**src/common/evcap_pkg.sv**
```systemverilog
// Package for the event capture and alert logic: register map, field positions,
// reset values and the event delay timing.
// Assumes a 250 MHz system clock and 8-bit registers behind a 7-bit address.
package evcap_pkg;

   // Register port geometry
   localparam int ADDR_W = 7;
   localparam int DATA_W = 8;

   // Register offsets
   localparam logic [6:0] ADDR_SYSTEM_EVENT_ENABLE = 7'h04;
   localparam logic [6:0] ADDR_SUPPLY_EVENT_ENABLE = 7'h1c;
   localparam logic [6:0] ADDR_TRANSCEIVER_EVENT_ENABLE = 7'h23;
   localparam logic [6:0] ADDR_GLOBAL_EVENT_SUMMARY = 7'h60;
   localparam logic [6:0] ADDR_SYSTEM_EVENT_FLAGS = 7'h61;
   localparam logic [6:0] ADDR_SUPPLY_EVENT_FLAGS = 7'h62;
   localparam logic [6:0] ADDR_TRANSCEIVER_EVENT_FLAGS = 7'h63;

   // Global summary bit positions
   localparam int BIT_SYSTEM_GROUP_PENDING = 0;
   localparam int BIT_SUPPLY_GROUP_PENDING = 1;
   localparam int BIT_TRANSCEIVER_GROUP_PENDING = 2;

   // System flag and enable bit positions
   localparam int BIT_WATCHDOG_FAILURE = 0;
   localparam int BIT_SERIAL_PORT_FAILURE = 1;
   localparam int BIT_OVERTEMP_WARNING = 2;
   localparam int BIT_POWER_ON = 4;

   // Supply flag and enable bit positions
   localparam int BIT_REGULATOR_UNDERVOLTAGE = 0;

   // Transceiver flag and enable bit positions
   localparam int BIT_BUS_WAKEUP = 0;
   localparam int BIT_TRANSCEIVER_FAILURE = 1;
   localparam int BIT_BUS_SILENCE = 4;

   // Implemented bits; all others are reserved and read as zero
   localparam logic [7:0] MASK_SYSTEM_FLAGS = 8'h17;
   localparam logic [7:0] MASK_SUPPLY_FLAGS = 8'h01;
   localparam logic [7:0] MASK_TRANSCEIVER_FLAGS = 8'h13;
   localparam logic [7:0] MASK_SYSTEM_ENABLE = 8'h06;
   localparam logic [7:0] MASK_SUPPLY_ENABLE = 8'h01;
   localparam logic [7:0] MASK_TRANSCEIVER_ENABLE = 8'h13;

   // Reset values: capture disabled, nothing pending
   localparam logic [7:0] RST_ENABLE = 8'h00;
   localparam logic [7:0] RST_FLAGS = 8'h00;
   localparam logic [7:0] RST_RDATA = 8'h00;

   // Event delay time and its length in clock cycles, rounded up
   localparam int CLK_PERIOD_PS = 4000;
   localparam int EVENT_DELAY_NS = 10000;
   localparam int EVENT_DELAY_CYC = (EVENT_DELAY_NS * 1000 + CLK_PERIOD_PS - 1) / CLK_PERIOD_PS;

endpackage : evcap_pkg

```
**src/core/event_capture_alert.sv**
```systemverilog
// Event capture and alert logic: enables, status flags, global summary,
// event delay timer and the alert pin driven low on pending events.
// Assumes the serial-port decoder and the event sources run on i_clk_sys.
// Behaviour
// - Clearing any set status bit releases the alert high and starts the delay timer.
// - While the timer runs, events still set flags but the alert stays high.
// - On timer expiry with flags pending the alert goes low again.
// - If nothing is pending at expiry the alert stays high.
// - Status and enable registers can be read at any time.
// - A falling system reset output stops the delay timer at once.
// - Reset, overtemperature or off mode drives the system reset output low.
// - Writing 1 clears a status bit; writing 0 leaves it alone.
// - Global summary flags pending system, supply and transceiver groups; upper bits zero.
// - System flags: power-on bit 4, overtemp bit 2, serial fail bit 1, watchdog bit 0.
// - Supply flags: regulator undervoltage in bit 0, others reserved.
// - Transceiver flags: bus silence bit 4, transceiver failure bit 1, wake-up bit 0.
// - Transceiver failure set on undervoltage or clamped transmit deactivation.
// - Bus wake-up flag set only for wake-ups while the transceiver is offline.
// - System enables: overtemp capture bit 2, serial-port failure capture bit 1.
// - Supply enable: regulator undervoltage capture in bit 0.
// - Transceiver enable: bus silence capture in bit 4, bits 7:5 and 3:2 reserved.
// - Events set flags only when enabled; power-on and watchdog always captured.
// - Captured events pull the alert low while offline with regulator output active.
// - Transceiver enable: failure capture bit 1, wake-up capture bit 0.
`timescale 1ns/1ps
`default_nettype none
module event_capture_alert #(
   parameter int DELAY_CYC = evcap_pkg::EVENT_DELAY_CYC
) (
   input wire logic i_clk_sys,
   input wire logic i_rst,
   // Register port from the serial-port decoder
   input wire logic i_reg_wr,
   input wire logic i_reg_rd,
   input wire logic [evcap_pkg::ADDR_W-1:0] i_reg_addr,
   input wire logic [evcap_pkg::DATA_W-1:0] i_reg_wdata,
   output logic [evcap_pkg::DATA_W-1:0] o_reg_rdata,
   // Event sources, one-cycle pulses
   input wire logic i_evt_power_on,
   input wire logic i_evt_overtemp_warning,
   input wire logic i_evt_serial_port_failure,
   input wire logic i_evt_watchdog_failure,
   input wire logic i_evt_regulator_undervoltage,
   input wire logic i_evt_bus_silence,
   input wire logic i_evt_trx_deact_undervoltage,
   input wire logic i_evt_trx_deact_txd_clamp,
   input wire logic i_evt_bus_wakeup,
   // Operating state levels
   input wire logic i_trx_offline,
   input wire logic i_regulator_output_active,
   input wire logic i_mode_reset,
   input wire logic i_mode_overtemp,
   input wire logic i_mode_off,
   // Pins
   output logic o_alert_n,
   output logic o_system_reset_out_n
);
   import evcap_pkg::*;

   logic [7:0] sys_en_q;
   logic [7:0] sys_en_d;
   logic [7:0] sup_en_q;
   logic [7:0] sup_en_d;
   logic [7:0] trx_en_q;
   logic [7:0] trx_en_d;
   logic [7:0] sys_flags;
   logic [7:0] sup_flags;
   logic [7:0] trx_flags;
   logic [7:0] sys_set;
   logic [7:0] sup_set;
   logic [7:0] trx_set;
   logic [7:0] global_summary;
   logic [7:0] rdata_q;
   logic [7:0] rdata_d;
   logic sys_clr;
   logic sup_clr;
   logic trx_clr;
   logic any_clr;
   logic any_pending;
   logic timer_running;
   logic timer_stop;
   logic alert_n_q;
   logic alert_n_d;
   logic rst_out_n_q;
   logic rst_out_n_d;
   logic wr_sys_flags;
   logic wr_sup_flags;
   logic wr_trx_flags;

   // Write strobes for the status registers
   assign wr_sys_flags = i_reg_wr && (i_reg_addr == ADDR_SYSTEM_EVENT_FLAGS);
   assign wr_sup_flags = i_reg_wr && (i_reg_addr == ADDR_SUPPLY_EVENT_FLAGS);
   assign wr_trx_flags = i_reg_wr && (i_reg_addr == ADDR_TRANSCEIVER_EVENT_FLAGS);

   // Capture enables; reserved bits never store so they read back as zero
   always_comb begin
      sys_en_d = sys_en_q;
      sup_en_d = sup_en_q;
      trx_en_d = trx_en_q;
      if (i_reg_wr) begin
         case (i_reg_addr)
            ADDR_SYSTEM_EVENT_ENABLE: sys_en_d = i_reg_wdata & MASK_SYSTEM_ENABLE;
            ADDR_SUPPLY_EVENT_ENABLE: sup_en_d = i_reg_wdata & MASK_SUPPLY_ENABLE;
            ADDR_TRANSCEIVER_EVENT_ENABLE: trx_en_d = i_reg_wdata & MASK_TRANSCEIVER_ENABLE;
            default: sys_en_d = sys_en_q;
         endcase
      end
   end

   // Enable registers
   always_ff @(posedge i_clk_sys) begin
      if (i_rst) begin
         sys_en_q <= RST_ENABLE;
         sup_en_q <= RST_ENABLE;
         trx_en_q <= RST_ENABLE;
      end else begin
         sys_en_q <= sys_en_d;
         sup_en_q <= sup_en_d;
         trx_en_q <= trx_en_d;
      end
   end

   // Event qualification; power-on and watchdog ignore the enables
   always_comb begin
      sys_set = 8'h00;
      sup_set = 8'h00;
      trx_set = 8'h00;
      sys_set[BIT_POWER_ON] = i_evt_power_on;
      sys_set[BIT_WATCHDOG_FAILURE] = i_evt_watchdog_failure;
      sys_set[BIT_OVERTEMP_WARNING] = i_evt_overtemp_warning && sys_en_q[BIT_OVERTEMP_WARNING];
      sys_set[BIT_SERIAL_PORT_FAILURE] = i_evt_serial_port_failure && sys_en_q[BIT_SERIAL_PORT_FAILURE];
      sup_set[BIT_REGULATOR_UNDERVOLTAGE] = i_evt_regulator_undervoltage
                                            && sup_en_q[BIT_REGULATOR_UNDERVOLTAGE];
      trx_set[BIT_BUS_SILENCE] = i_evt_bus_silence && trx_en_q[BIT_BUS_SILENCE];
      trx_set[BIT_TRANSCEIVER_FAILURE] = (i_evt_trx_deact_undervoltage || i_evt_trx_deact_txd_clamp)
                                         && trx_en_q[BIT_TRANSCEIVER_FAILURE];
      trx_set[BIT_BUS_WAKEUP] = i_evt_bus_wakeup && i_trx_offline && trx_en_q[BIT_BUS_WAKEUP];
   end

   // Status registers, one per event group
   event_flag_reg #(.WIDTH(8), .IMPL_MASK(MASK_SYSTEM_FLAGS)) u_sys_flags (
      .i_clk_sys(i_clk_sys),
      .i_rst(i_rst),
      .i_set(sys_set),
      .i_wr(wr_sys_flags),
      .i_wdata(i_reg_wdata),
      .o_flags(sys_flags),
      .o_clr_hit(sys_clr)
   );

   event_flag_reg #(.WIDTH(8), .IMPL_MASK(MASK_SUPPLY_FLAGS)) u_sup_flags (
      .i_clk_sys(i_clk_sys),
      .i_rst(i_rst),
      .i_set(sup_set),
      .i_wr(wr_sup_flags),
      .i_wdata(i_reg_wdata),
      .o_flags(sup_flags),
      .o_clr_hit(sup_clr)
   );

   event_flag_reg #(.WIDTH(8), .IMPL_MASK(MASK_TRANSCEIVER_FLAGS)) u_trx_flags (
      .i_clk_sys(i_clk_sys),
      .i_rst(i_rst),
      .i_set(trx_set),
      .i_wr(wr_trx_flags),
      .i_wdata(i_reg_wdata),
      .o_flags(trx_flags),
      .o_clr_hit(trx_clr)
   );

   // Group summary, so polling software needs a single read first
   always_comb begin
      global_summary = 8'h00;
      global_summary[BIT_SYSTEM_GROUP_PENDING] = |sys_flags;
      global_summary[BIT_SUPPLY_GROUP_PENDING] = |sup_flags;
      global_summary[BIT_TRANSCEIVER_GROUP_PENDING] = |trx_flags;
   end

   assign any_clr = sys_clr || sup_clr || trx_clr;
   assign any_pending = |global_summary;

   // Reads are served in every state; unmapped addresses answer zero
   always_comb begin
      rdata_d = rdata_q;
      if (i_reg_rd) begin
         case (i_reg_addr)
            ADDR_SYSTEM_EVENT_ENABLE: rdata_d = sys_en_q;
            ADDR_SUPPLY_EVENT_ENABLE: rdata_d = sup_en_q;
            ADDR_TRANSCEIVER_EVENT_ENABLE: rdata_d = trx_en_q;
            ADDR_GLOBAL_EVENT_SUMMARY: rdata_d = global_summary;
            ADDR_SYSTEM_EVENT_FLAGS: rdata_d = sys_flags;
            ADDR_SUPPLY_EVENT_FLAGS: rdata_d = sup_flags;
            ADDR_TRANSCEIVER_EVENT_FLAGS: rdata_d = trx_flags;
            default: rdata_d = 8'h00;
         endcase
      end
   end

   // System reset output; its falling edge also stops the delay timer
   always_comb begin
      rst_out_n_d = !(i_mode_reset || i_mode_overtemp || i_mode_off);
      timer_stop = rst_out_n_q && !rst_out_n_d;
   end

   // Event delay timer, restarted by every clear that drops a bit
   event_delay_timer #(.DELAY_CYC(DELAY_CYC)) u_delay_timer (
      .i_clk_sys(i_clk_sys),
      .i_rst(i_rst),
      .i_start(any_clr),
      .i_stop(timer_stop),
      .o_running(timer_running)
   );

   // Alert is held back while the timer runs or in the cycle a clear lands,
   // so a burst of events costs the microcontroller one interrupt
   always_comb begin
      alert_n_d = 1'b1;
      if (any_pending && i_trx_offline && i_regulator_output_active
          && !timer_running && !any_clr) begin
         alert_n_d = 1'b0;
      end
   end

   // Output registers
   always_ff @(posedge i_clk_sys) begin
      if (i_rst) begin
         alert_n_q <= 1'b1;
         rst_out_n_q <= 1'b0;
         rdata_q <= RST_RDATA;
      end else begin
         alert_n_q <= alert_n_d;
         rst_out_n_q <= rst_out_n_d;
         rdata_q <= rdata_d;
      end
   end

   assign o_alert_n = alert_n_q;
   assign o_system_reset_out_n = rst_out_n_q;
   assign o_reg_rdata = rdata_q;

   // Cycles the delay timer has run since the last clear, for coverage only;
   // a small saturating counter stands in for a long delay range in the cover
   logic [3:0] run_cnt_q;
   logic [3:0] run_cnt_d;

   always_comb begin
      run_cnt_d = run_cnt_q;
      if (any_clr) begin
         run_cnt_d = 4'h0;
      end else if (timer_running && run_cnt_q != 4'hf) begin
         run_cnt_d = run_cnt_q + 4'h1;
      end
   end

   // Coverage counter register
   always_ff @(posedge i_clk_sys) begin
      if (i_rst) begin
         run_cnt_q <= 4'h0;
      end else begin
         run_cnt_q <= run_cnt_d;
      end
   end
endmodule : event_capture_alert
`default_nettype wire

```
**src/core/event_flag_reg.sv**
```systemverilog
// One event status register with write-one-to-clear bits.
// Assumes set requests and writes come from logic on the same clock.
`timescale 1ns/1ps
`default_nettype none
module event_flag_reg #(
   parameter int WIDTH = 8,
   parameter logic [WIDTH-1:0] IMPL_MASK = '1
) (
   input wire logic i_clk_sys,
   input wire logic i_rst,
   input wire logic [WIDTH-1:0] i_set,
   input wire logic i_wr,
   input wire logic [WIDTH-1:0] i_wdata,
   output logic [WIDTH-1:0] o_flags,
   output logic o_clr_hit
);
   logic [WIDTH-1:0] flags_q;
   logic [WIDTH-1:0] flags_d;
   logic [WIDTH-1:0] clr_mask;
   logic [WIDTH-1:0] set_mask;

   // Set beats clear so an event landing on the clearing write is kept
   always_comb begin
      set_mask = i_set & IMPL_MASK;
      clr_mask = i_wr ? i_wdata : '0;
      flags_d = ((flags_q & ~clr_mask) | set_mask) & IMPL_MASK;
      o_clr_hit = |(flags_q & clr_mask & ~set_mask);
   end

   // Flag storage
   always_ff @(posedge i_clk_sys) begin
      if (i_rst) begin
         flags_q <= '0;
      end else begin
         flags_q <= flags_d;
      end
   end

   assign o_flags = flags_q;
endmodule : event_flag_reg
`default_nettype wire

```
**src/core/event_delay_timer.sv**
```systemverilog
// Event delay timer: runs for a fixed number of cycles after a start.
// Assumes start and stop are one-cycle pulses on the same clock; stop wins.
`timescale 1ns/1ps
`default_nettype none
module event_delay_timer #(
   parameter int DELAY_CYC = 2500
) (
   input wire logic i_clk_sys,
   input wire logic i_rst,
   input wire logic i_start,
   input wire logic i_stop,
   output logic o_running
);
   localparam int CNT_W = $clog2(DELAY_CYC + 1);
   localparam logic [CNT_W-1:0] CNT_LOAD = CNT_W'(DELAY_CYC);

   logic [CNT_W-1:0] cnt_q;
   logic [CNT_W-1:0] cnt_d;

   // A restart while running reloads the full delay
   always_comb begin
      cnt_d = cnt_q;
      if (i_stop) begin
         cnt_d = '0;
      end else if (i_start) begin
         cnt_d = CNT_LOAD;
      end else if (cnt_q != '0) begin
         cnt_d = cnt_q - CNT_W'(1);
      end
   end

   // Counter register
   always_ff @(posedge i_clk_sys) begin
      if (i_rst) begin
         cnt_q <= '0;
      end else begin
         cnt_q <= cnt_d;
      end
   end

   assign o_running = (cnt_q != '0);
endmodule : event_delay_timer
`default_nettype wire

```
**config.mk**
```make
export PLATFORM = sky130hd
export DESIGN_NAME = event_capture_alert
export DESIGN_NICKNAME = d
export VERILOG_FILES = /design/src/common/evcap_pkg.sv /design/src/core/event_capture_alert.sv /design/src/core/event_flag_reg.sv /design/src/core/event_delay_timer.sv
export SDC_FILE = /design/constraint.sdc
export NUM_CORES = 1
export LEC_CHECK = 0
export BUFFER_PORTS_ARGS = -buffer_cell sky130_fd_sc_hd__buf_2
export CAP_MARGIN = 20
export CORE_ASPECT_RATIO = 2
export CORE_MARGIN = 5
export CORE_UTILIZATION = 38
export CTS_BUF_LIST = sky130_fd_sc_hd__clkbuf_8
export DETAILED_ROUTE_END_ITERATION = 10
export HOLD_SLACK_MARGIN = 0.08
export SLEW_MARGIN = 25
export SYNTH_ARGS = -nofsm -noshare
export SYNTH_HDL_FRONTEND = slang
export SYNTH_SLANG_ARGS = --single-unit
```
**constraint.sdc**
```tcl
create_clock -name i_clk_sys -period 1.9 [get_ports i_clk_sys]
set_input_delay 0.38 -clock i_clk_sys [delete_from_list [all_inputs] [get_ports i_clk_sys]]
set_output_delay 0.38 -clock i_clk_sys [all_outputs]
set_load 0.01 [all_outputs]
```
# Yosys cells after proc, flatten, opt, wreduce, memory -nomap -nowiden

Index checks and enable logic that the tools add are counted.

Memory bits (writable): 0
Register bits: 36
Input port bits: 33
Logic and storage cells: 81
Bits in read-only memories: 0
Memories kept: 0
Latch bits: 0
Output and inout bits: 10

Bitwise gates (word level): 18
Shift operators: 0
Mux-type cells: 7
Order comparisons: 0
Div/mod/pow operators: 0
Reduce and logical (&&, ||, !) cells: 37
$mul: 0
Eq/ne operators: 7
Add/sub/neg operators: 1

Operators with widths:

| operator                                             | number |
|---|---|
| OR reduction 8 bit                                   | 6 |
| case mux 5 bit (7 select lines)                      | 1 |
| equality test 7 bit (second input constant)          | 4 |
| bitwise AND 8 bit                                    | 3 |
| 2-to-1 mux 12 bit                                    | 2 |
| 2-to-1 mux 8 bit                                     | 3 |
| OR reduction 24 bit                                  | 1 |
| bitwise AND 5 x 8 -> 8 bit                           | 2 |
| NOT 5 -> 8 bit                                       | 2 |
| logical AND 1 bit                                    | 15 |
| nonzero test 12 bit                                  | 1 |
| subtractor 12 x 1 -> 12 bit (second input constant)  | 1 |
| bitwise AND 5 bit                                    | 2 |
| NOT 5 bit                                            | 2 |
| OR 5 bit                                             | 2 |
| bitwise AND 1 x 8 -> 8 bit                           | 1 |
| NOT 1 -> 8 bit                                       | 1 |
| equality test 7 x 3 -> 1 bit (second input constant) | 1 |
| equality test 7 x 5 -> 1 bit (second input constant) | 1 |
| equality test 7 x 6 -> 1 bit (second input constant) | 1 |
| AND reduction 2 bit                                  | 3 |
| logical OR 1 bit                                     | 5 |
| logical NOT 1 bit                                    | 3 |
| OR reduction 3 bit                                   | 1 |
| 6 further kinds                                      | 6 |

# Longest topological paths before layout

Depth in word-level cells: 11
Depth in mapped cells: 7

# Cells and area by module

Synthesis repeated with hierarchy kept, for this count alone.

Cell total of the unflattened synthesis: 268
Area, all modules: 2239.6 um^2

By module, submodules not included:

| module                       | area an instance (um^2) | instances | cells each |
|---|---|---|---|
| event_capture_alert          | 1101.1                  | 1         | 133 |
| event_delay_timer            | 640.6                   | 1         | 77 |
| event_flag_reg (u_sys_flags) | 207.7                   | 1         | 27 |
| event_flag_reg (u_trx_flags) | 185.2                   | 1         | 19 |
| event_flag_reg (u_sup_flags) | 105.1                   | 1         | 12 |

# Least setup slack after synthesis

No wires, ideal clock.

Path kind: reg-to-reg
Start: register u_delay_timer.cnt_q[3]
End: register u_delay_timer.cnt_q[11]
Setup time: 143 ps
Cell stages (with the launch flop): 6
Slack: -82 ps
Data arrival time: 1839 ps
Path through: dfxtp_1 -> or4_4 -> or4_4 -> or3_1 -> mux2i_1 -> a21oi_1

Longest elaborated chain between the ends: 3
Elaborated cells on any way between the ends: 5
Those cells by class: add/sub (1); mux (2); reduce/logical (2)

Ends and longest elaborated chain:

| item                        | line                    | RTL |
|---|---|---|
| from (decl)                 | event_delay_timer.sv:17 | `logic [CNT_W-1:0] cnt_q;` |
| from (signal assigned)      | event_delay_timer.sv:37 | `cnt_q <= cnt_d;` |
| subtractor 12 x 1 -> 12 bit | event_delay_timer.sv:28 | `cnt_d = cnt_q - CNT_W'(1);` |
| 2-to-1 mux 12 bit           | event_delay_timer.sv:27 | `end else if (cnt_q != '0) begin` |
| 2-to-1 mux 12 bit           | event_delay_timer.sv:25 | `end else if (i_start) begin` |

Several ways; a longest one is shown, not always the timed one. The select of a mux whose other input is x is not followed.
A chain may end at the register's enable or synchronous reset.

# Final worst setup path

Start: register u_delay_timer.cnt_q[5]
End: register u_delay_timer.cnt_q[11]

The elaborated chain is that of the path after synthesis.

==> flow_metrics.tcl <==
set metrics [dict create \
    rsz0062_at_grt "yes" \
    wl_um 4827 \
    fp.dieW_um 57.53 \
    track_usage_pct 16.92 \
    period_share_pct 105.1 \
    power_density_nw_per_um2 1018 \
    clkPwrFrac_pct 21.0 \
    fp-row-count 34 \
    crit_arrival_ns 2.17 \
    syn_area_per_cell_um2 8.214 \
    criticalPathCategory "reg2reg" \
    fmax_ghz 0.5008 \
    num_vias 1769 \
    insertedDiodeCount 0 \
    synth_flop_cell "dfxtp_1" \
    yosysUniqueCellTypes 43 \
    crit_slowest_cell "or4_4" \
    fin_crit_ns 1.997 \
    cts_made_buffers 5 \
    tns_ns -0.2565 \
    antenna_found_initial 0 \
    yosys_warnings 0 \
    p_int_w 0.001522 \
    synth.largest_area_cell "dfxtp_1" \
    async_flop_share_pct 0 \
    gr-total-overflow 0 \
    yosys.area.top_type_share_pct 37.32 \
    antenna_left 0 \
    postLayoutCoreUtil_pct 51.80 \
    finalHoldViolCount 0 \
    pin_count 43 \
    synth_edf_count 0 \
    hold_depth 2 \
    maxCapViolCount 0 \
    final_nets 310 \
    first_global_vias 1821 \
    startpoint_type "flop" \
    via_per_inst 5.361 \
    clock_latency_ns 0.28 \
    dieArea_um2 6043 \
    layout_setup_ws_ns -0.09672 \
    hold_path_end "o_system_reset_out_n$_SDFF_PP0_" \
    die_h_um 105.1 \
    r2r-end "u_delay_timer.cnt_q[11]$_SDFFE_PP0P_" \
    path_cells "or4_4, or4_4, or3_4, mux2i_1, a21oi_1" \
    wl_per_cell_um 14.63 \
    seqPwrFrac_pct 36.1 \
    seq_area_frac_synth_pct 37.32 \
    max-clock-path-buffers 2 \
    cp-end-kind "flop" \
    hpwl_um 3942 \
    cts_tree "built" \
    cts_sinks 32 \
    cts_htree_levels 2 \
    core_area_um2 4382 \
    cts_root_buffer "clkbuf_8" \
    syn_inst 209 \
    dr.first_iter.drc_count 56 \
    p_leak_nw 1.001 \
    rr_startpoint "u_delay_timer.cnt_q[5]$_SDFFE_PP0P_" \
    critPathMaxStageDelay_ns 0.54 \
    first_pass_iters 4 \
    grt_pass1_wl_um 8024 \
    io_buffers 34 \
    cp_max_fo 3 \
    start_util_pct 39.18 \
    gp_congestion 0.8395 \
    worstHoldPathType "in2reg" \
    setup_viol 3 \
    ff2ff_setup_slack_ns -0.1 \
    peakVddDrop_mv 0.8977 \
    netSwitchingFraction_pct 34.12 \
    slew_viol_final 0 \
    switching_power_w 0.0007880 \
    grt_max_degree 20 \
    drc 0 \
    syn-cell-area_um2 1717 \
    status "finished, violations left" \
    combPwrFrac_pct 42.8 \
    yosys_register_bits 32 \
    finClkSkew_ns 0.008393 \
    synth_area_leaders "dfxtp_1, nor2_1, a21oi_1" \
    path_clk_slew_ns 0.07 \
    drive_gt1_share_pct 33.33 \
    yosys-top-cells-count "dfxtp_1, nor2_1, a21oi_1, o21ai_0, inv_1" \
    hold_path_startpoint "i_mode_off" \
    cp_common_cell "or4_4" \
    synthMostInstantiatedCell "dfxtp_1" \
    failed_checks "negative setup slack" \
    postCtsHoldBufs 0 \
    syn_to_final_growth_pct 32.22 \
    worstPathRequired_ns 2.08 \
    reg2reg_depth 5 \
]
## cells in the final DEF, fill, tap and decap left out, drive strengths merged, types with 6 or more instances in the layout
cell / synthesis / final
nor3: 6 / 6
dfxtp: 32 / 32
nand2: 10 / 10
mux2i: 8 / 8
inv: 11 / 12
a21oi: 16 / 16
nor2: 24 / 24
nand3: 7 / 7
buf: 4 / 68
o21ai: 15 / 15
## stage by stage
stage	power (W)	area (um^2)	hold WS, ns	std cells	setup WS, ns
after global routing	0.002466	2270	0.2702	330	-0.1636
after floorplan	0.001408	1728	0.4634	212	-0.06445
after detailed placement	0.001754	2157	0.4660	322	-0.1985
after CTS	0.002251	2235	0.2648	329	-0.1367
after global placement	0.001743	2157	0.4570	322	-0.1577
final	0.002310	2270	0.2702	330	-0.09672
## state kept, by name, summed over array words and instances (netlist names)
register              count
u_delay_timer.cnt_q      12
o_reg_rdata               4
u_sys_flags.o_flags       4
trx_en_q                  3
u_trx_flags.o_flags       3
sys_en_q                  2
o_alert_n                 1
o_system_reset_out_n      1
sup_en_q                  1
u_sup_flags.o_flags       1
## power by group through the flow
| stage | logic [W] | clock network [W] | registers [W] |
|---|---|---|---|
| after global placement | 0.000899 | 0 | 0.000844 |
| after floorplan | 0.000563 | 0 | 0.000846 |
| after detailed placement | 0.000905 | 0 | 0.000849 |
| after CTS | 0.000913 | 0.000504 | 0.000833 |
| final | 0.000989 | 0.000486 | 0.000835 |
| after global routing | 0.00110 | 0.000518 | 0.000850 |
## what timing repair did
item / in CTS / in global routing
setup buffers: 0 / 1
resized for setup: 0 / 6
endpoints found under the setup margin: 6 / 10
cloned: 0 / 0
pin swaps: 0 / 3
## cell type report
class | instances | area [um^2]
clock inverters | 2 | 8.758
inverters | 11 | 41.29
clock buffers | 5 | 68.82
flip-flops and latches | 32 | 641.9
fillers | 445 | 2112
well taps | 54 | 67.56
multi-input cells | 158 | 1016
repair buffers | 68 | 425.4
## worst max path at each step
stage	cells past startpoint	slack [ns]	end	startpoint
floorplan	5	-0.06	u_delay_timer.cnt_q[11]$_SDFFE_PP0P_	u_delay_timer.cnt_q[5]$_SDFFE_PP0P_
global placement	7	-0.16	u_delay_timer.cnt_q[1]$_SDFFE_PP0P_	i_reg_addr[5]
detailed placement	7	-0.20	u_delay_timer.cnt_q[10]$_SDFFE_PP0P_	i_reg_addr[5]
CTS	5	-0.14	u_delay_timer.cnt_q[7]$_SDFFE_PP0P_	u_delay_timer.cnt_q[5]$_SDFFE_PP0P_
global route	5	-0.16	u_delay_timer.cnt_q[11]$_SDFFE_PP0P_	u_delay_timer.cnt_q[5]$_SDFFE_PP0P_
finish	5	-0.1	u_delay_timer.cnt_q[11]$_SDFFE_PP0P_	u_delay_timer.cnt_q[5]$_SDFFE_PP0P_
## cell families after synthesis
logic type / share of synthesized area [%]
other cells: 0.2184
compound gates: 16.76
xor+xnor: 3.571
flops: 37.32
fa+ha+maj: 0.7287
simple gates: 29.08
buf+inv: 5.686
mux: 6.633
## worst max-delay path: cells and delay by family (launching register included)
kind               cells  cell delay, ns
and+or+nand+nor        3            1.33
AOI/OAI and AO/OA      1            0.08
DFF                    1            0.32
muxes                  1            0.15
## per-layer routing
| layer | wire (um) | global-route usage (%) | vias to the layer above |
|---|---|---|---|
| li1 | - | - | 884 |
| met1 | 1685 | 16.16 | 813 |
| met2 | 2688 | 31.31 | 49 |
| met3 | 173 | 2.593 | 23 |
| met4 | 280 | 11.44 | 0 |
| met5 | 0 | 0 | - |
(Power assumes the default switching activity.)
